## src/pkg/spp_pkg.sv

```systemverilog
// Shared constants of the serial peripheral port register block
package spp_pkg;

   // ------------------------------------------------------------------
   // Register addresses
   // ------------------------------------------------------------------
   localparam logic [7:0] SPP_ADDR_CONTROL = 8'hF8;
   localparam logic [7:0] SPP_ADDR_CONFIG = 8'h9A;
   localparam logic [7:0] SPP_ADDR_DATA = 8'h9B;
   localparam logic [7:0] SPP_ADDR_DIVIDER = 8'h9D;

   // ------------------------------------------------------------------
   // Configuration register fields
   // ------------------------------------------------------------------
   localparam int SPP_CFG_BUSY = 7;
   localparam int SPP_CFG_MASTER = 6;
   localparam int SPP_CFG_PHASE = 5;
   localparam int SPP_CFG_POLARITY = 4;
   localparam int SPP_CFG_SELECTED = 3;
   localparam int SPP_CFG_PIN_LEVEL = 2;
   localparam int SPP_CFG_SHIFT_EMPTY = 1;
   localparam int SPP_CFG_RX_EMPTY = 0;
   localparam logic [7:0] SPP_CFG_RESET = 8'h07;

   // ------------------------------------------------------------------
   // Control register fields
   // ------------------------------------------------------------------
   localparam int SPP_CTL_DONE = 7;
   localparam int SPP_CTL_COLLISION = 6;
   localparam int SPP_CTL_FAULT = 5;
   localparam int SPP_CTL_OVERRUN = 4;
   localparam int SPP_CTL_MODE_HI = 3;
   localparam int SPP_CTL_MODE_LO = 2;
   localparam int SPP_CTL_TX_EMPTY = 1;
   localparam int SPP_CTL_ENABLE = 0;
   localparam logic [7:0] SPP_CTL_RESET = 8'h06;

   localparam logic [7:0] SPP_DIV_RESET = 8'h00;
   localparam logic [7:0] SPP_DATA_RESET = 8'h00;

   // ------------------------------------------------------------------
   // Select pin modes and transfer geometry
   // ------------------------------------------------------------------
   localparam logic [1:0] SPP_MODE_3WIRE = 2'b00;
   localparam logic [1:0] SPP_MODE_4WIRE = 2'b01;
   localparam logic [2:0] SPP_LAST_BIT = 3'h7;
   localparam logic [3:0] SPP_LAST_EDGE = 4'hF;

   // Pin order in synchroniser vectors: select, miso, mosi, clock
   localparam logic [3:0] SPP_PIN_RESET = 4'h8;

   // ------------------------------------------------------------------
   // Timing
   // ------------------------------------------------------------------
   localparam int SPP_CLOCK_PERIOD_NS = 25;
   localparam int SPP_SELECT_SETUP_CLOCKS = 2;

   typedef enum logic [1:0] {
      SPP_M_IDLE = 2'b01,
      SPP_M_RUN = 2'b10
   } spp_mstate_e;

endpackage

```

## src/hw/spp_port.sv

```systemverilog
// Serial peripheral port: registers, master clock generator and shift logic
// What this block does
// - Configuration register reads 0x07 after reset: pin mirror and both empty flags set.
// - Control register resets to 0x06: disabled, flags clear, mode 01, transmit empty.
// - Busy reads high throughout a byte transfer, master or slave.
// - Master enable 0 means slave, 1 means master driving the serial clock.
// - Phase 0 samples on the first clock edge, phase 1 on the second.
// - Polarity sets idle clock level: 0 idles low, 1 idles high.
// - A status bit mirrors the select pin level.
// - Shift empty sets when all data sent; clears on buffer write or a leading slave clock edge.
// - Receive empty sets when the buffer is read, clears when a byte arrives.
// - Transfer done sets at each byte end; only software clears it.
// - Data write while transmit buffer is full sets write collision.
// - Select pin low while master in mode 01 sets mode fault.
// - Slave byte completing while receive buffer unread sets overrun.
// - Mode 00 no pin, 01 pin is input, 1x pin driven with low bit.
// - Transmit empty drops on data write, rises when byte moves to shifter.
// - Enable bit switches the port off or on; select pin drive follows the mode bits alone.
// - Master clock is system clock over twice (divider plus one).
// - Data write fills transmit buffer and starts master transfer; read returns receive buffer.
// - A colliding data write is discarded.
// - Mode fault clears master enable and port enable.
// - On overrun the new byte is dropped and the old one kept.
// - Four-wire slave runs only with select low; its fall resets the bit counter.
`timescale 1ns/10ps
module spp_port (
   input wire logic clock,
   input wire logic rst_b,
   input wire logic [7:0] sfr_addr,
   input wire logic sfr_wr,
   input wire logic sfr_rd,
   input wire logic [7:0] sfr_wdata,
   output logic [7:0] sfr_rdata,
   output logic spi_irq,
   input wire logic sck_in,
   output logic sck_out,
   output logic sck_oe,
   input wire logic mosi_in,
   output logic mosi_out,
   output logic mosi_oe,
   input wire logic miso_in,
   output logic miso_out,
   output logic miso_oe,
   input wire logic select_in,
   output logic select_out,
   output logic select_oe
);
   import spp_pkg::*;

   // ------------------------------------------------------------------
   // Pin synchronisers
   // ------------------------------------------------------------------
   logic [3:0] pin_raw;
   logic [3:0] s1_r, s2_r, s3_r, pin_f_r, pin_f_nxt;
   assign pin_raw = {select_in, miso_in, mosi_in, sck_in};

   // A level counts once the second and third stages agree
   always_comb begin
      pin_f_nxt = (s2_r & s3_r) | (pin_f_r & (s2_r ^ s3_r));
   end

   always_ff @(posedge clock) begin
      if (!rst_b) begin
         s1_r <= SPP_PIN_RESET;
         s2_r <= SPP_PIN_RESET;
         s3_r <= SPP_PIN_RESET;
         pin_f_r <= SPP_PIN_RESET;
      end else begin
         s1_r <= pin_raw;
         s2_r <= s1_r;
         s3_r <= s2_r;
         pin_f_r <= pin_f_nxt;
      end
   end

   logic sck_f, mosi_f, miso_f, sel_f;
   assign {sel_f, miso_f, mosi_f, sck_f} = pin_f_r;

   // ------------------------------------------------------------------
   // State
   // ------------------------------------------------------------------
   logic en_r, en_nxt, mst_r, mst_nxt, cpha_r, cpha_nxt, cpol_r, cpol_nxt;
   logic [1:0] mode_r, mode_nxt;
   logic done_r, done_nxt, write_collision_flag_r, write_collision_flag_nxt, mode_fault_flag_r, mode_fault_flag_nxt, ovr_r, ovr_nxt;
   logic tx_buffer_empty_r, tx_buffer_empty_nxt, rx_buffer_empty_r, rx_buffer_empty_nxt, shift_reg_empty_r, shift_reg_empty_nxt;
   logic busy_r, busy_nxt, sh_full_r, sh_full_nxt;
   logic [7:0] div_r, div_nxt, txbuf_r, txbuf_nxt, rxbuf_r, rxbuf_nxt;
   logic [7:0] sh_r, sh_nxt, rxsh_r, rxsh_nxt, divcnt_r, divcnt_nxt, rdata_nxt;
   logic [2:0] bitcnt_r, bitcnt_nxt;
   logic [3:0] edgecnt_r, edgecnt_nxt;
   spp_mstate_e mst_st_r, mst_st_nxt;
   logic sck_p_r, sel_p_r;
   logic sck_o_nxt, mosi_o_nxt, miso_o_nxt, irq_nxt;

   // ------------------------------------------------------------------
   // Decode and serial events
   // ------------------------------------------------------------------
   logic wr_ctl, wr_cfg, wr_div, wr_dat, rd_dat;
   logic s_act, s_tr, s_lead, m_tick, tr, lead, samp, drv, in_bit;
   logic done_ev, start_ev, fault_ev;

   assign wr_ctl = sfr_wr && (sfr_addr == SPP_ADDR_CONTROL);
   assign wr_cfg = sfr_wr && (sfr_addr == SPP_ADDR_CONFIG);
   assign wr_div = sfr_wr && (sfr_addr == SPP_ADDR_DIVIDER);
   assign wr_dat = sfr_wr && (sfr_addr == SPP_ADDR_DATA);
   assign rd_dat = sfr_rd && (sfr_addr == SPP_ADDR_DATA);

   // Four-wire slave listens only while select is low
   assign s_act = en_r && !mst_r && ((mode_r != SPP_MODE_4WIRE) || !sel_f);
   assign s_tr = s_act && (sck_f != sck_p_r);
   assign s_lead = (sck_f != cpol_r);
   assign m_tick = (mst_st_r == SPP_M_RUN) && (divcnt_r == div_r);
   assign tr = mst_r ? m_tick : s_tr;
   assign lead = mst_r ? !edgecnt_r[0] : s_lead;
   assign samp = tr && (lead ^ cpha_r);
   assign drv = tr && !(lead ^ cpha_r);
   assign in_bit = mst_r ? miso_f : mosi_f;
   assign done_ev = samp && (bitcnt_r == SPP_LAST_BIT);
   assign start_ev = (mst_st_r == SPP_M_IDLE) && en_r && mst_r && !tx_buffer_empty_r;
   assign fault_ev = en_r && mst_r && (mode_r == SPP_MODE_4WIRE) && !sel_f;

   // ------------------------------------------------------------------
   // Next-state logic
   // ------------------------------------------------------------------
   always_comb begin
      en_nxt = en_r;
      mst_nxt = mst_r;
      cpha_nxt = cpha_r;
      cpol_nxt = cpol_r;
      mode_nxt = mode_r;
      done_nxt = done_r;
      write_collision_flag_nxt = write_collision_flag_r;
      mode_fault_flag_nxt = mode_fault_flag_r;
      ovr_nxt = ovr_r;
      tx_buffer_empty_nxt = tx_buffer_empty_r;
      rx_buffer_empty_nxt = rx_buffer_empty_r;
      shift_reg_empty_nxt = shift_reg_empty_r;
      sh_full_nxt = sh_full_r;
      div_nxt = div_r;
      txbuf_nxt = txbuf_r;
      rxbuf_nxt = rxbuf_r;
      sh_nxt = sh_r;
      rxsh_nxt = rxsh_r;
      bitcnt_nxt = bitcnt_r;
      edgecnt_nxt = edgecnt_r;
      divcnt_nxt = divcnt_r;
      mst_st_nxt = mst_st_r;
      sck_o_nxt = sck_out;
      rdata_nxt = sfr_rdata;

      // Software writes first so hardware sets below win
      if (wr_cfg) begin
         mst_nxt = sfr_wdata[SPP_CFG_MASTER];
         cpha_nxt = sfr_wdata[SPP_CFG_PHASE];
         cpol_nxt = sfr_wdata[SPP_CFG_POLARITY];
      end
      if (wr_div) begin
         div_nxt = sfr_wdata;
      end
      if (wr_ctl) begin
         done_nxt = sfr_wdata[SPP_CTL_DONE];
         write_collision_flag_nxt = sfr_wdata[SPP_CTL_COLLISION];
         mode_fault_flag_nxt = sfr_wdata[SPP_CTL_FAULT];
         ovr_nxt = sfr_wdata[SPP_CTL_OVERRUN];
         mode_nxt = sfr_wdata[SPP_CTL_MODE_HI:SPP_CTL_MODE_LO];
         en_nxt = sfr_wdata[SPP_CTL_ENABLE];
      end
      if (wr_dat) begin
         if (!tx_buffer_empty_r) begin
            write_collision_flag_nxt = 1'b1;
         end else begin
            txbuf_nxt = sfr_wdata;
            tx_buffer_empty_nxt = 1'b0;
            shift_reg_empty_nxt = 1'b0;
         end
      end
      if (rd_dat) begin
         rx_buffer_empty_nxt = 1'b1;
      end

      // Shift engine shared by master and slave
      if (samp) begin
         rxsh_nxt = {rxsh_r[6:0], in_bit};
         bitcnt_nxt = bitcnt_r + 3'h1;
      end
      if (drv && (bitcnt_r != 3'h0)) begin
         sh_nxt = {sh_r[6:0], 1'b0};
      end
      // Only a leading edge opens a new bit; the closing edge of a byte keeps it set
      if (s_tr && s_lead) begin
         shift_reg_empty_nxt = 1'b0;
      end
      if (done_ev) begin
         done_nxt = 1'b1;
         sh_full_nxt = 1'b0;
         shift_reg_empty_nxt = tx_buffer_empty_r && !wr_dat;
         if (!mst_r && !rx_buffer_empty_r) begin
            ovr_nxt = 1'b1;
         end else begin
            rxbuf_nxt = rxsh_nxt;
            rx_buffer_empty_nxt = 1'b0;
         end
      end
      if (mode_r == SPP_MODE_4WIRE && sel_p_r && !sel_f) begin
         bitcnt_nxt = 3'h0;
      end

      // Slave preloads the shifter whenever it is idle and empty
      if (!mst_r && en_r && !sh_full_r && !tx_buffer_empty_r && !busy_r) begin
         sh_nxt = txbuf_r;
         sh_full_nxt = 1'b1;
         tx_buffer_empty_nxt = 1'b1;
      end

      // Master sequencer: sixteen clock edges per byte
      unique case (mst_st_r)
         SPP_M_IDLE: begin
            sck_o_nxt = cpol_r;
            if (start_ev) begin
               sh_nxt = txbuf_r;
               tx_buffer_empty_nxt = 1'b1;
               bitcnt_nxt = 3'h0;
               edgecnt_nxt = 4'h0;
               divcnt_nxt = 8'h00;
               mst_st_nxt = SPP_M_RUN;
            end
         end
         SPP_M_RUN: begin
            if (m_tick) begin
               divcnt_nxt = 8'h00;
               sck_o_nxt = !sck_out;
               edgecnt_nxt = edgecnt_r + 4'h1;
               if (edgecnt_r == SPP_LAST_EDGE) begin
                  mst_st_nxt = SPP_M_IDLE;
               end
            end else begin
               divcnt_nxt = divcnt_r + 8'h01;
            end
         end
      endcase

      // Mode fault releases the bus
      if (fault_ev) begin
         mode_fault_flag_nxt = 1'b1;
         mst_nxt = 1'b0;
         en_nxt = 1'b0;
      end

      // Busy: master while sequencing, slave from first leading edge to byte end
      if (mst_r) begin
         busy_nxt = (mst_st_nxt == SPP_M_RUN);
      end else begin
         busy_nxt = (busy_r || (s_tr && s_lead)) && !done_ev && s_act;
      end

      // A disabled port drops any transfer in flight
      if (!en_r) begin
         bitcnt_nxt = 3'h0;
         busy_nxt = 1'b0;
         mst_st_nxt = SPP_M_IDLE;
         sck_o_nxt = cpol_r;
      end

      mosi_o_nxt = sh_nxt[7];
      miso_o_nxt = sh_nxt[7];
      irq_nxt = done_nxt || write_collision_flag_nxt || mode_fault_flag_nxt || ovr_nxt;

      if (sfr_rd) begin
         unique case (sfr_addr)
            SPP_ADDR_CONFIG: rdata_nxt = {busy_r, mst_r, cpha_r, cpol_r, !sel_f, sel_f, shift_reg_empty_r, rx_buffer_empty_r};
            SPP_ADDR_CONTROL: rdata_nxt = {done_r, write_collision_flag_r, mode_fault_flag_r, ovr_r, mode_r, tx_buffer_empty_r, en_r};
            SPP_ADDR_DIVIDER: rdata_nxt = div_r;
            SPP_ADDR_DATA: rdata_nxt = rxbuf_r;
            default: rdata_nxt = 8'h00;
         endcase
      end
   end

   // ------------------------------------------------------------------
   // Registers
   // ------------------------------------------------------------------
   always_ff @(posedge clock) begin
      if (!rst_b) begin
         {busy_r, mst_r, cpha_r, cpol_r} <= SPP_CFG_RESET[7:4];
         shift_reg_empty_r <= SPP_CFG_RESET[SPP_CFG_SHIFT_EMPTY];
         rx_buffer_empty_r <= SPP_CFG_RESET[SPP_CFG_RX_EMPTY];
         {done_r, write_collision_flag_r, mode_fault_flag_r, ovr_r} <= SPP_CTL_RESET[7:4];
         mode_r <= SPP_CTL_RESET[SPP_CTL_MODE_HI:SPP_CTL_MODE_LO];
         tx_buffer_empty_r <= SPP_CTL_RESET[SPP_CTL_TX_EMPTY];
         en_r <= SPP_CTL_RESET[SPP_CTL_ENABLE];
         div_r <= SPP_DIV_RESET;
         txbuf_r <= SPP_DATA_RESET;
         rxbuf_r <= SPP_DATA_RESET;
         sh_r <= SPP_DATA_RESET;
         rxsh_r <= SPP_DATA_RESET;
         sh_full_r <= 1'b0;
         bitcnt_r <= 3'h0;
         edgecnt_r <= 4'h0;
         divcnt_r <= 8'h00;
         mst_st_r <= SPP_M_IDLE;
         sck_p_r <= SPP_PIN_RESET[0];
         sel_p_r <= SPP_PIN_RESET[3];
         sfr_rdata <= 8'h00;
         spi_irq <= 1'b0;
         sck_out <= 1'b0;
         sck_oe <= 1'b0;
         mosi_out <= 1'b0;
         mosi_oe <= 1'b0;
         miso_out <= 1'b0;
         miso_oe <= 1'b0;
         select_out <= 1'b0;
         select_oe <= 1'b0;
      end else begin
         {busy_r, mst_r, cpha_r, cpol_r} <= {busy_nxt, mst_nxt, cpha_nxt, cpol_nxt};
         shift_reg_empty_r <= shift_reg_empty_nxt;
         rx_buffer_empty_r <= rx_buffer_empty_nxt;
         {done_r, write_collision_flag_r, mode_fault_flag_r, ovr_r} <= {done_nxt, write_collision_flag_nxt, mode_fault_flag_nxt, ovr_nxt};
         mode_r <= mode_nxt;
         tx_buffer_empty_r <= tx_buffer_empty_nxt;
         en_r <= en_nxt;
         div_r <= div_nxt;
         txbuf_r <= txbuf_nxt;
         rxbuf_r <= rxbuf_nxt;
         sh_r <= sh_nxt;
         rxsh_r <= rxsh_nxt;
         sh_full_r <= sh_full_nxt;
         bitcnt_r <= bitcnt_nxt;
         edgecnt_r <= edgecnt_nxt;
         divcnt_r <= divcnt_nxt;
         mst_st_r <= mst_st_nxt;
         sck_p_r <= sck_f;
         sel_p_r <= sel_f;
         sfr_rdata <= rdata_nxt;
         spi_irq <= irq_nxt;
         sck_out <= sck_o_nxt;
         sck_oe <= en_nxt && mst_nxt;
         mosi_out <= mosi_o_nxt;
         mosi_oe <= en_nxt && mst_nxt;
         miso_out <= miso_o_nxt;
         miso_oe <= s_act;
         select_out <= mode_nxt[0];
         select_oe <= mode_nxt[1];
      end
   end
endmodule

```

## config.mk

```make
export PLATFORM = sky130hd
export DESIGN_NAME = spp_port
export DESIGN_NICKNAME = d
export VERILOG_FILES = /design/src/pkg/spp_pkg.sv /design/src/hw/spp_port.sv
export SDC_FILE = /design/constraint.sdc
export NUM_CORES = 1
export LEC_CHECK = 0
export BUFFER_PORTS_ARGS = -buffer_cell sky130_fd_sc_hd__buf_2
export CAP_MARGIN = 20
export CORE_MARGIN = 3
export CORE_UTILIZATION = 55
export DETAILED_ROUTE_END_ITERATION = 8
export PLACE_DENSITY = 0.75
export SETUP_SLACK_MARGIN = 0.3
export SLEW_MARGIN = 0
export SYNTH_ARGS = -nofsm -noshare
export SYNTH_HDL_FRONTEND = slang
export SYNTH_SLANG_ARGS = --single-unit
```

## constraint.sdc

```tcl
create_clock -name clock -period 6.05 [get_ports clock]
set_input_delay 0.605 -clock clock [delete_from_list [all_inputs] [get_ports clock]]
set_output_delay 0.605 -clock clock [all_outputs]
set_load 0.05 [all_outputs]
```

# Word level (Yosys, flattened, before mapping)
# Index checks and enable logic that the tools add are counted.
# word_totals
regBits,105
word_cells,173
inputBits,24
out_inout_bits,17
# classes
n_reduce_logical,55
muxes,55
eq_ne,17
bitwise_logic,6
n_addsub,3
# ops
cell,count
$mux 8,7
$mux 1,33
$eq 8x8->1 const B,4
$pmux 8 s4,1
$logic_and 1x1->1,30
$pmux 8 s2,1
$mux 3,4
$logic_not 1->1,11
$reduce_and 2->1,5
$reduce_bool 3->1,3
$add 8x1->8 const B,1
$and 4x4->4,2
$eq 8x8->1,1
$mux 2,4
$mux 4,2
$pmux 4 s2,1
$logic_or 1x1->1,5
$add 4x1->4 const B,1
$eq 2x1->1 const B,2
$eq 2x2->1 const B,2
$eq 4x4->1 const B,1
$ne 2x2->1 const B,2
$or 4x4->4,1
$pmux 2 s2,1
other kinds (10),11

# Longest topological paths before layout
# Gate-level depths: netlist (run 1).
# logic_depth
word_depth,11
ltp_mapped,8

# Least setup slack after synthesis (run 1)
# OpenSTA, ideal clock, no wires.
# synth_timing
kind,input port to flip-flop
startpoint,input port sfr_addr[6]
endpoint,register div_r[0]
path_slack_ns,3.830
setup_ns,0.132
arrival_time_ns,2.088
required_ns,5.918
path_stages,7
n_path_buf,1
cell_sequence,nor2_1 -> nand4_1 -> nor3_1 -> clkbuf_1 -> nand2_1 -> nand2_1 -> a21oi_1
# synth_between
elab_chain_cells,2
# synth_rtl
item,line_no,rtl
"start, declared",spp_port.sv:29,"input wire logic [7:0] sfr_addr,"
$eq 8x8->1,spp_port.sv:104,assign wr_div = sfr_wr && (sfr_addr == SPP_ADDR_DIVIDER);
$logic_and 1x1->1,spp_port.sv:104,
"end signal, assigned",spp_port.sv:321,div_r <= div_nxt;
"end, declared",spp_port.sv:87,"logic [7:0] div_r, div_nxt, txbuf_r, txbuf_nxt, rxbuf_r, rxbuf_nxt;"
# No other way between the ends.
# A chain may end at the register's enable or synchronous reset.

# Worst setup path after layout (run 1)
# layout_timing
startpoint,input port sfr_addr[0]
endpoint,register spi_irq
# layout_between
elab_chain_cells,8
# layout_rtl
item,line_no,rtl
$eq 8x8->1,spp_port.sv:102,assign wr_ctl = sfr_wr && (sfr_addr == SPP_ADDR_CONTROL);
$logic_and 1x1->1,spp_port.sv:102,
$mux 1,spp_port.sv:160,if (wr_ctl) begin
$mux 1,spp_port.sv:169,if (!tx_buffer_empty_r) begin
$mux 1,spp_port.sv:168,if (wr_dat) begin
$logic_or 1x1->1 (2 in a row),spp_port.sv:266,irq_nxt = done_nxt || write_collision_flag_nxt || mode_fault_flag_nxt || ovr_nxt;
$logic_or 1x1->1 *,spp_port.sv:266,
"end signal, assigned",spp_port.sv:334,spi_irq <= irq_nxt;
"end, declared",spp_port.sv:34,"output logic spi_irq,"
# Every way passes the cells marked *; elsewhere a longest branch is shown, timed or not.

==> results of run 1 <==
[critical path: stages]
cell                        delay, ns
sky130_fd_sc_hd__buf_2           0.12
sky130_fd_sc_hd__nand4bb_1       0.17
sky130_fd_sc_hd__nor2_1          0.63
sky130_fd_sc_hd__nand2_1         0.44
sky130_fd_sc_hd__mux2i_1         0.32
sky130_fd_sc_hd__o41ai_1         0.15
sky130_fd_sc_hd__o41a_1          0.43
[stage by stage]
stage	utilization [%]	power (µW)	instance area (µm²)	cells
after CTS	63.7	1130	4720	600
after global routing	63.8	1160	4730	601
after floorplan	-	712	4280	465
after global placement	61.1	729	4530	583
after detailed placement	61.2	729	4530	584
final	63.8	1120	4730	601
[logic make-up after synthesis]
group,after synthesis
xor gates and xnor gates,20
adders and majority gates,9
AOI/OAI and AO/OA,108
and+or+nand+nor,160
DFF,102
buffers and inverters,32
muxes,34
[cell usage after synthesis, drive strengths merged (2+ instances only)]
| cell type | number |
|---|---|
| a22oi | 17 |
| nor3 | 6 |
| nand3b | 2 |
| ha | 9 |
| xnor2 | 14 |
| o41ai | 2 |
| nand4 | 4 |
| nor2 | 44 |
| a21o | 8 |
| and4 | 3 |
| dfxtp | 102 |
| nand2b | 12 |
| a311oi | 2 |
| inv | 8 |
| clkbuf | 19 |
| o21ai | 13 |
| nor2b | 4 |
| and2 | 14 |
| nand2 | 45 |
| nor4 | 2 |
| a211o | 3 |
| mux2i | 33 |
| xor2 | 6 |
| a21oi | 49 |
| nand3 | 18 |
| a41oi | 3 |
| buf | 5 |
[power by group through the flow]
stage                     sequential, µW  combinational (µW)  clock [µW]
after floorplan                      694                18.9           0
after global placement               692                36.3           0
after detailed placement             693                36.7           0
after CTS                            677                37.0         417
after global routing                 678                40.5         442
final                                677                37.1         406
[layout make-up]
cell class | count | area share [%]
clock inverters | 7 | 1.30
repair buffers | 45 | 4.98
well taps | 99 | 2.62
inverters | 8 | 0.635
multi-input cells | 331 | 44.7
flip-flops and latches | 102 | 43.2
clock buffers | 9 | 2.62
[worst max-delay path by stage]
| stage | start | endpoint | slack, ns | cells past startpoint |
|---|---|---|---|---|
| after detailed placement | sfr_addr[0] | spi_irq$_SDFF_PN0_ | 3.10 | 7 |
| after global placement | sfr_addr[0] | spi_irq$_SDFF_PN0_ | 3.06 | 7 |
| after CTS | divcnt_r[0]$_SDFFE_PN0P_ | rxsh_r[3]$_SDFF_PN0_ | 3.23 | 6 |
| final | sfr_addr[0] | spi_irq$_SDFF_PN0_ | 3.44 | 7 |
| after floorplan | sfr_addr[6] | div_r[0]$_SDFFE_PN0P_ | 3.83 | 7 |
| after global routing | sfr_addr[0] | spi_irq$_SDFF_PN0_ | 3.30 | 7 |
[flip-flops by register name, summed over array words and instances, names as in the netlist, 2 cells and up]
signal	flops
s1_r	4
rxsh_r	7
rxbuf_r	8
s2_r	4
divcnt_r	8
edgecnt_r	4
sfr_rdata	8
bitcnt_r	3
sh_r	7
mst_st_r	2
txbuf_r	8
div_r	8
s3_r	4
pin_f_r	4
[per-layer routing]
metal	track usage, %	up-vias	routed length [µm]
met5	0	-	0
met4	8.90	0	201
met3	5.45	21	509
met2	37.1	105	4650
met1	30.1	1630	4310
li1	-	1699	-
==> summary.txt, run 1 <==
Critical path
  – Path depth of the worst reg2reg path: 6
  – Data required time at the worst endpoint: around 6.3 ns
  – Kind of end point of the critical path: flip-flop
  – Kind of start point of the critical path: primary input
  – Data arrival at the endpoint of the critical path: 2.86 ns
  – Setup Crit Path Kind: in2reg
  – Startpoint of the most critical register-to-register path: divcnt_r[0]$_SDFFE_PN0P_
  – R2r setup slk: 3.57 ns
  – Worst reg2reg path endpoint: miso_out$_SDFF_PN0_
  – CP max FO: 12

Global routing
  – First-pass GRT wire length: approximately 16000 µm
  – Antenna violations before repair: 0
  – Total Routing Usage GR: 23.1%
  – Via count of the first global-routing pass: roughly 3300
  – Gr ovfl total: 0
  – Maximum number of pins on one net before global-route repair: 47

Floorplan
  – Row count: 31
  – Total I/O pin count: 41
  – Starting density of the core: around 58%
  – Vertical extent of the die: 94.2 µm
  – Die area: about 0.0089 mm²
  – Horizontal extent of the die: ~94 µm
  – Std-Cell Core Area: 0.00741 mm²

Placed design
  – Routability Congestion: 0.849
  – Detailed placer's ending HPWL: about 7100 µm
  – Placement Setup Slack: roughly 3.1 ns
  – Port-buffer cells: 40

Synth
  – Biggest area consumer among synthesized cells: sky130_fd_sc_hd__dfxtp_1
  – Dominant register cell in the synthesized netlist: sky130_fd_sc_hd__dfxtp_1
  – Synth unique cells: 51
  – Dominant combinational cell family by area after synthesis: simple AND/OR/NAND/NOR gates
  – Simple-gate share of the synthesized area: between 15 and 20%
  – Post-synthesis instance area: around 0.0043 mm²
  – Sequential-to-total area share from yosys stat: a little under half
  – Ys Warns: 0
  – Adder-cell share of the synthesized area: about 2.6%
  – Syn nets: roughly 500
  – Portion of netlist area occupied by mux cells: under 10%
  – Average footprint of a synthesized cell: between 9 and 10 µm²
  – Number of enable-type register cells in the synthesized netlist: 0
  – Area share of the leading cell type in the synthesized netlist: a little under half
  – Synthesis-stage register bit count: between 100 and 150
  – Async S/R FF share, synth: 0%
  – Post-Synthesis Cells: 465
  – Xor and xnor area share after synthesis: 4.09%
  – Synth area leaders: sky130_fd_sc_hd__dfxtp_1, sky130_fd_sc_hd__mux2i_1, sky130_fd_sc_hd__a21oi_1
  – Compound-Gate Fraction of Synth Area: between 10% and 20%

Hold path
  – Worst min-delay path category: reg2reg
  – Endpoint of the worst hold-timing path: s2_r[3]$_SDFF_PN1_
  – Hold path cells: 1
  – Hold Startpoint: s1_r[3]$_SDFF_PN1_

Cells and area
  – Nets: between 500 and 600
  – Commonest cells after routing, fill and taps aside: sky130_fd_sc_hd__dfxtp_1, sky130_fd_sc_hd__a21oi_1, sky130_fd_sc_hd__nand2_1, sky130_fd_sc_hd__nor2_1, sky130_fd_sc_hd__buf_2
  – Number of inserted filler cells in the final layout: 650
  – Area used by sequential logic in the layout: roughly 0.002 mm²
  – Area of the multi-input gates: roughly 0.0021 mm²
  – Most common cell after layout, fill and taps aside: sky130_fd_sc_hd__dfxtp_1
  – Share of post-route cells with drive strength above 1: a little over an eighth
  – P&R area growth vs syn: 10.4%
  – Diodes inserted: 0

Clock network
  – H-tree level count: 3
  – TritonCTS clock tree: yes
  – CTS resizes: 0
  – Clock Pin Slew Worst Setup and Hold Paths: ~0.10 ns
  – Maximum clock path buffer count: 2
  – CTS root buffer: sky130_fd_sc_hd__clkbuf_8
  – Number of sinks handled by clock tree synthesis: about 100
  – Hold_buf cts: 0
  – CTS buffer count: 9
  – Total setup buffers inserted after CTS: 0
  – Clk Latency, worst-skew pair: 0.36 ns

Route
  – Wire length per cell: ~16 µm
  – Count of antenna-violating nets left after detailed routing: 0
  – Final wirelength: around 9700 µm
  – Starting DRC count in detailed routing: 178
  – DR pass1 iterations: 5
  – Post-DR vias/cell: between 5 and 6
  – Remaining DRCs: 0
  – Total vias in the final route: 3455

Pwr
  – Pwr Density: between 200 and 250 mW/mm²
  – Net switching component of the power: ~270 µW
  – Total leakage power: ~0.0018 µW
  – Internal portion of total power: roughly 850 µW
  – Share of total power in sequential cells: around three fifths
  – Share of total power in combinational logic: under 10%
  – IR Drop Worst-Case VDD: between 150 and 200 µV
  – Share of power burned in the clock network: 36.2%
  – Switching power as a share of total power: roughly a quarter

STA
  – Worst clock skew: 0.00740 ns
  – Hold_ws: roughly 0.42 ns
  – Setup TNS: 0 ns
  – Final slew viol count: 0
  – Transition time of the tightest slew-check pin: ~1.1 ns
  – Final worst setup slack: roughly 3.4 ns
  – RSZ-0062 raised after global routing: no
  – Fin crit period: between 2 and 3 ns
  – Endpoints failing hold: 0
  – Portion of the clock cycle consumed by the worst path in the final layout: between 40% and 50%
  – F_max: 383 MHz
  – Final Setup Violations: 0
  – Tightest slew margin relative to the limit: 27.9%

Job
  – Max-capacitance violation count: 0

Run status
  – Result of the run: complete, no violations
(Power assumes the default switching activity.)
==> run 2: changes to the inputs <==
==> constraint.sdc (replaced) <==
create_clock -name clock -period 2.5 [get_ports clock]
set_input_delay 0.25 -clock clock [delete_from_list [all_inputs] [get_ports clock]]
set_output_delay 0.25 -clock clock [all_outputs]
set_load 0.05 [all_outputs]
==> summary.txt, run 2 (synthesis results as in run 1) <==
Run status
  – Result of the run: complete, no violations

Placed design
  – Routability Congestion: 0.916 (+7.8%)
  – Detailed placer's ending HPWL: 7530 µm (+5.5%)
  – Instance area after placement: 0.00464 mm² (+2.4%)
  – Port-buffer cells: 40 (unchanged)

Critical path
  – Setup Crit Path Kind: reg2reg
  – CP max FO: 8 (-4)
  – Buffer and inverter count on the worst path: 1 (unchanged)
  – Path depth of the worst reg2reg path: 7 (+1)
  – Data required time at the worst endpoint: 2.72 ns (-3.58 ns)
  – Crit-path max cell delay: 0.58 ns (-0.05 ns)
  – Worst reg2reg path endpoint: sh_r[5]$_SDFF_PN0_
  – Crit-path cells: xnor2_2 -> nand4_2 -> or4_4 -> a221oi_4 -> buf_12 -> mux2i_1 -> a21oi_1
  – Kind of end point of the critical path: flip-flop
  – CP top delay family: simple AND/OR/NAND/NOR gates
  – Startpoint of the most critical register-to-register path: divcnt_r[1]$_SDFFE_PN0P_
  – Max stage delay cell, worst path: sky130_fd_sc_hd__or4_4
  – Data arrival at the endpoint of the critical path: 2.37 ns (-0.49 ns)
  – R2r setup slk: 0.36 ns (-3.21 ns)
  – Kind of start point of the critical path: flip-flop

Cells and area
  – Diodes inserted: 0 (unchanged)
  – Share of post-route cells with drive strength above 1: 21.7% (+8.1 points)
  – Commonest cells after routing, fill and taps aside: sky130_fd_sc_hd__dfxtp_1, sky130_fd_sc_hd__a21oi_1, sky130_fd_sc_hd__nand2_1, sky130_fd_sc_hd__nor2_1, sky130_fd_sc_hd__buf_2
  – Final cell utilization of the core: 67.4% (+3.6 points)
  – Nets: 549 (+3.6%)
  – Number of inserted filler cells in the final layout: 612 (-5.8%)
  – Most common cell after layout, fill and taps aside: sky130_fd_sc_hd__dfxtp_1
  – Area of all placed cells without fillers: 0.00499 mm² (+5.7%)
  – P&R area growth vs syn: 16.7%

Clock network
  – Number of sinks handled by clock tree synthesis: 102 (unchanged)
  – CTS root buffer: sky130_fd_sc_hd__clkbuf_8
  – Hold_buf cts: 0 (unchanged)
  – TritonCTS clock tree: yes
  – Clock Pin Slew Worst Setup and Hold Paths: 0.11 ns (about the same)
  – Maximum clock path buffer count: 2 (unchanged)
  – CTS buffer count: 9 (unchanged)
  – Clk Latency, worst-skew pair: 0.37 ns (about the same)
  – H-tree level count: 3 (unchanged)

Job
  – Max-capacitance violation count: 0 (unchanged)

Route
  – Final wirelength: 10400 µm (+7.1%)
  – Count of antenna-violating nets left after detailed routing: 0 (unchanged)
  – DR pass1 iterations: 6 (+1)
  – Total vias in the final route: 3570 (+3.3%)
  – Remaining DRCs: 0 (unchanged)
  – Wire length per cell: 16.7 µm (+3.8%)
  – Starting DRC count in detailed routing: 310 (+74%)
  – Post-DR vias/cell: 5.76 (+0.16%)

Pwr
  – Share of total power in combinational logic: 3.5% (+0.2 points)
  – Share of total power in sequential cells: 59.7% (-0.7 points)
  – IR Drop Worst-Case VDD: 434 µV (+180%)
  – Net switching component of the power: 680 µW (+150%)
  – Pwr Density: 548 mW/mm² (+130%)
  – Internal portion of total power: 2050 µW (+140%)
  – Total leakage power: 0.00189 µW (+6.7%)
  – Switching power as a share of total power: 24.9% (+0.46 points)
  – Share of power burned in the clock network: 36.8% (+0.6 points)

Floorplan
  – Vertical extent of the die: 94.2 µm (unchanged)
  – Row count: 31 (unchanged)
  – Die area: 0.00888 mm² (unchanged)
  – Std-Cell Core Area: 0.00741 mm² (unchanged)
  – Total I/O pin count: 41 (unchanged)
  – Starting density of the core: 57.8% (unchanged)
  – Horizontal extent of the die: 94.2 µm (unchanged)

Global routing
  – Gr ovfl total: 0 (unchanged)
  – Maximum number of pins on one net before global-route repair: 24 (-49%)
  – First-pass GRT wire length: 16500 µm (+3.1%)
  – Total Routing Usage GR: 24.1% (+0.93 points)
  – Via count of the first global-routing pass: 3354 (+2.0%)
  – Antenna violations before repair: 0 (unchanged)

STA
  – Transition time of the tightest slew-check pin: 0.874 ns (-0.198 ns)
  – Portion of the clock cycle consumed by the worst path in the final layout: between 80% and 90%
  – F_max: about 470 MHz
  – Worst clock skew: 0.00757 ns (+0.000164 ns)
  – RSZ-0062 raised after global routing: yes
  – Final Setup Violations: 0 (unchanged)
  – Tightest slew margin relative to the limit: 41.5% (+14 points)
  – Endpoints failing hold: 0 (unchanged)
  – Setup TNS: 0 ns (unchanged)
  – Fin crit period: 2.14 ns
  – Final slew viol count: 0 (unchanged)

Hold path
  – Hold Startpoint: select_in
  – Endpoint of the worst hold-timing path: s1_r[3]$_SDFF_PN1_
  – Hold path cells: 2 (+1)
  – Worst min-delay path category: in2reg
[run 2: power groups by stage]
stage / registers [µW] / clock network, µW / logic (µW)
6_report: 1630 / 1010 / 96.4
5_1_grt: 1630 / 1100 / 105
4_1_cts: 1640 / 1040 / 95.1
3_5_place_dp: 1680 / 0 / 94.7
3_3_place_gp: 1680 / 0 / 93.4
2_1_floorplan: 1680 / 0 / 45.7
[run 2: cell type report]
| class | count | area, µm² | share of cell area, % |
|---|---|---|---|
| multi-input combinational | 331 | 2180 | 43.7 |
| sequential | 102 | 2080 | 41.6 |
| timing repair buffer | 64 | 393 | 7.87 |
| clock buffer | 10 | 128 | 2.56 |
| tap | 99 | 124 | 2.48 |
| clock inverter | 6 | 60.1 | 1.20 |
| inverter | 8 | 30.0 | 0.601 |
[run 2: through the flow]
step | cells | power, µW | hold slack, ns | setup WS [ns]
after floorplan | 465 | 1720 | 0.323 | 0.398
final | 620 | 2740 | 0.0554 | 0.356
after detailed placement | 598 | 1770 | 0.418 | 0.141
after CTS | 615 | 2770 | 0.0446 | 0.298
after global placement | 598 | 1770 | 0.394 | 0.213
after global routing | 620 | 2840 | 0.0521 | 0.239
[run 2: how the worst max path moves through the flow]
stage	cells past startpoint	to	startpoint	slack [ns]
CTS	7	rxbuf_r[2]$_SDFFE_PN0P_	divcnt_r[3]$_SDFFE_PN0P_	0.30
floorplan	6	miso_out$_SDFF_PN0_	divcnt_r[0]$_SDFFE_PN0P_	0.40
global placement	6	miso_out$_SDFF_PN0_	divcnt_r[0]$_SDFFE_PN0P_	0.21
global route	7	miso_out$_SDFF_PN0_	div_r[6]$_SDFFE_PN0P_	0.24
finish	7	sh_r[5]$_SDFF_PN0_	divcnt_r[1]$_SDFFE_PN0P_	0.36
detailed placement	6	sh_r[5]$_SDFF_PN0_	divcnt_r[0]$_SDFFE_PN0P_	0.14
[run 2: what timing repair did]
item,4_1_cts,5_1_grt
resized for setup,1,32
setup buffers,1,5
pin swaps,1,12
setup endpoints to repair,9,31
[run 2: routing by layer]
metal	vias up	part of all wire (%)	GRT usage [%]
met4	0	2.2	7.70
met1	1665	43	31.9
met2	134	48	39.0
met5	-	0	0
met3	22	6.7	5.21
li1	1749	-	-
==> run 3: changes to the inputs <==
--- a/config.mk
+++ b/config.mk
@@ -8,9 +8,10 @@
 export BUFFER_PORTS_ARGS = -buffer_cell sky130_fd_sc_hd__buf_2
 export CAP_MARGIN = 20
 export CORE_MARGIN = 3
-export CORE_UTILIZATION = 55
+export CORE_UTILIZATION = 45
 export DETAILED_ROUTE_END_ITERATION = 8
-export PLACE_DENSITY = 0.75
+export HOLD_SLACK_MARGIN = 0.02
+export PLACE_DENSITY = 0.66
 export SETUP_SLACK_MARGIN = 0.3
 export SLEW_MARGIN = 0
 export SYNTH_ARGS = -nofsm -noshare
==> constraint.sdc (replaced) <==
create_clock -name clock -period 1.9 [get_ports clock]
set_input_delay 0.19 -clock clock [delete_from_list [all_inputs] [get_ports clock]]
set_output_delay 0.19 -clock clock [all_outputs]
set_load 0.05 [all_outputs]
==> summary.txt, run 3 (synthesis results as in run 1) <==
Critical path
  – CP max FO: 5 (-3)
  – Data required time at the worst endpoint: 2.16 ns (-0.56 ns)
  – Max stage delay cell, worst path: sky130_fd_sc_hd__or4_4
  – Kind of start point of the critical path: flip-flop
  – Crit-path cells: xnor2_2 -> nand4_2 -> or4_4 -> buf_4 -> a21oi_4 -> buf_6 -> mux2i_1 -> nor2_1
  – Worst reg2reg path endpoint: bitcnt_r[2]$_SDFF_PN0_
  – Setup Crit Path Kind: reg2reg
  – Kind of end point of the critical path: flip-flop
  – Path depth of the worst reg2reg path: 8 (+1)
  – Data arrival at the endpoint of the critical path: 2.40 ns (+0.03 ns)
  – Startpoint of the most critical register-to-register path: divcnt_r[1]$_SDFFE_PN0P_
  – R2r setup slk: -0.23 ns (-0.59 ns)
  – Crit-path max cell delay: 0.59 ns (about the same)

Cells and area
  – Commonest cells after routing, fill and taps aside: sky130_fd_sc_hd__dfxtp_1, sky130_fd_sc_hd__buf_4, sky130_fd_sc_hd__a21oi_1, sky130_fd_sc_hd__nor2_1, sky130_fd_sc_hd__nand2_1
  – Share of post-route cells with drive strength above 1: 29.5% (+7.8 points)
  – Most common cell after layout, fill and taps aside: sky130_fd_sc_hd__dfxtp_1
  – Area used by sequential logic in the layout: 0.00207 mm² (-0.60%)
  – Area of the multi-input gates: 0.00232 mm² (+6.1%)
  – Final cell utilization of the core: 61.4% (-6.0 points)
  – Non-filler cells, final: 686 (+11%)
  – Diodes inserted: 0 (unchanged)
  – Number of inserted filler cells in the final layout: 758 (+24%)
  – P&R area growth vs syn: 28.8%
  – Nets: 588 (+7.1%)

Hold path
  – Hold Startpoint: sfr_wdata[1]
  – Endpoint of the worst hold-timing path: txbuf_r[1]$_SDFFE_PN0P_
  – Worst min-delay path category: in2reg
  – Hold path cells: 3 (+1)

Floorplan
  – Die area: 0.0107 mm² (+21%)
  – Starting density of the core: 47.7% (-10 points)
  – Total I/O pin count: 41 (unchanged)
  – Row count: 34 (+9.7%)
  – Vertical extent of the die: 104 µm (+9.9%)
  – Horizontal extent of the die: 104 µm (+9.9%)
  – Std-Cell Core Area: 0.00898 mm² (+21%)

STA
  – Transition time of the tightest slew-check pin: 0.557 ns (-0.318 ns)
  – Endpoints failing hold: 0 (unchanged)
  – Portion of the clock cycle consumed by the worst path in the final layout: 112% (+26 points)
  – Tightest slew margin relative to the limit: 62.8% (+21 points)
  – Setup TNS: -4.92 ns (-4.92 ns)
  – Final worst setup slack: -0.232 ns (-0.589 ns)
  – Hold_ws: 0.0955 ns (+0.0402 ns)
  – Final Setup Violations: 30 (+30)
  – Final slew viol count: 0 (unchanged)
  – RSZ-0062 raised after global routing: yes
  – Fin crit period: 2.13 ns (-0.0112 ns)
  – F_max: 469 MHz (+0.53%)
  – Worst clock skew: 0.0128 ns (+0.00525 ns)

Route
  – Wire length per cell: 16.3 µm (-2.4%)
  – Starting DRC count in detailed routing: 253 (-18%)
  – Total vias in the final route: 3768 (+5.5%)
  – Remaining DRCs: 0 (unchanged)
  – Final wirelength: 11200 µm (+8.0%)
  – Count of antenna-violating nets left after detailed routing: 0 (unchanged)
  – Post-DR vias/cell: 5.49 (-4.6%)
  – DR pass1 iterations: 5 (-1)

Global routing
  – Via count of the first global-routing pass: 3624 (+8.1%)
  – Total Routing Usage GR: 20.4% (-3.6 points)
  – Antenna violations before repair: 0 (unchanged)
  – First-pass GRT wire length: 17800 µm (+7.9%)
  – Gr ovfl total: 0 (unchanged)
  – Maximum number of pins on one net before global-route repair: 41 (+71%)

Pwr
  – IR Drop Worst-Case VDD: 467 µV (+7.7%)
  – Total leakage power: 0.00216 µW (+14%)
  – Pwr Density: 681 mW/mm² (+24%)
  – Post-layout power: 3760 µW (+37%)

Clock network
  – Maximum clock path buffer count: 2 (unchanged)
  – TritonCTS clock tree: yes
  – Clock Pin Slew Worst Setup and Hold Paths: 0.11 ns (about the same)
  – Number of sinks handled by clock tree synthesis: 102 (unchanged)
  – Clk Latency, worst-skew pair: 0.37 ns (about the same)
  – CTS buffer count: 9 (unchanged)
  – H-tree level count: 3 (unchanged)
  – CTS root buffer: sky130_fd_sc_hd__clkbuf_8

Placed design
  – Routability Congestion: 0.916 (unchanged)
  – Cell count after placement: 658 (+10%)
  – Port-buffer cells: 40 (unchanged)
  – Detailed placer's ending HPWL: 7980 µm (+5.9%)

Run status
  – Result of the run: complete, but fails checks
  – Failing checks: negative setup slack

Job
  – Max-capacitance violation count: 0 (unchanged)
-- run 3: cell types whose count changed in the layout (fill, tap and decap cells not counted), sizes merged --
cell	before	now
dlygate4sd3	0	4
buf	64	99
clkinv	0	2
inv	14	11
bufinv	0	1
-- run 3: area by class of cell --
cell class | count | share of cell area, %
clock buffer | 10 | 2.50
clock inverter | 6 | 1.38
inverter | 8 | 0.545
multi-input combinational | 331 | 42.0
sequential | 102 | 37.5
tap | 126 | 2.86
timing repair buffer | 103 | 13.3
-- run 3: layer usage --
layer,global-route usage [%],up-vias,share of wire (%)
li1,-,1813,-
met1,25.3,1817,43
met2,35.3,112,49
met3,4.17,26,5.4
met4,7.12,0,2.7
met5,0,-,0
-- run 3: repair_timing --
item                                    in CTS  in global routing
pin swaps                                    2                  8
resized for setup                           16                 28
cloned                                       1                  1
buffers inserted                             5                  1
hold endpoints to repair                     4                  0
endpoints found under the setup margin      34                 48
hold buffers                                 4                  0
-- run 3: worst max path at each step --
stage | slack, ns | cells after the start | from | endpoint
after floorplan | -0.13 | 6 | div_r[2]$_SDFFE_PN0P_ | miso_out$_SDFF_PN0_
after global placement | -0.11 | 7 | div_r[4]$_SDFFE_PN0P_ | rxbuf_r[1]$_SDFFE_PN0P_
after detailed placement | -0.15 | 7 | divcnt_r[3]$_SDFFE_PN0P_ | rxbuf_r[5]$_SDFFE_PN0P_
after CTS | -0.17 | 7 | divcnt_r[3]$_SDFFE_PN0P_ | rxbuf_r[6]$_SDFFE_PN0P_
after global routing | -0.34 | 8 | divcnt_r[4]$_SDFFE_PN0P_ | rxsh_r[2]$_SDFF_PN0_
final | -0.23 | 8 | divcnt_r[1]$_SDFFE_PN0P_ | bitcnt_r[2]$_SDFF_PN0_
-- run 3: power by group --
group,internal [µW],leakage [µW],switching [µW]
sequential,2150,0.000833,5.16
combinational,56.6,0.00122,89.6
clock,669,0.000109,788
-- run 3: through the flow --
step,instance area [µm²],setup slack [ns]
2_1_floorplan,4360,-0.134
3_3_place_gp,5020,-0.108
3_5_place_dp,5020,-0.153
4_1_cts,5390,-0.174
5_1_grt,5510,-0.340
6_report,5510,-0.232
-- run 3: worst max-delay path, delay by kind of cell (launching register included) --
kind	cells	cell delay, ns
DFF	1	0.35
and+or+nand+nor	3	0.77
xor gates and xnor gates	1	0.16
muxes	1	0.21
AOI/OAI and AO/OA	1	0.19
buffers and inverters	2	0.34
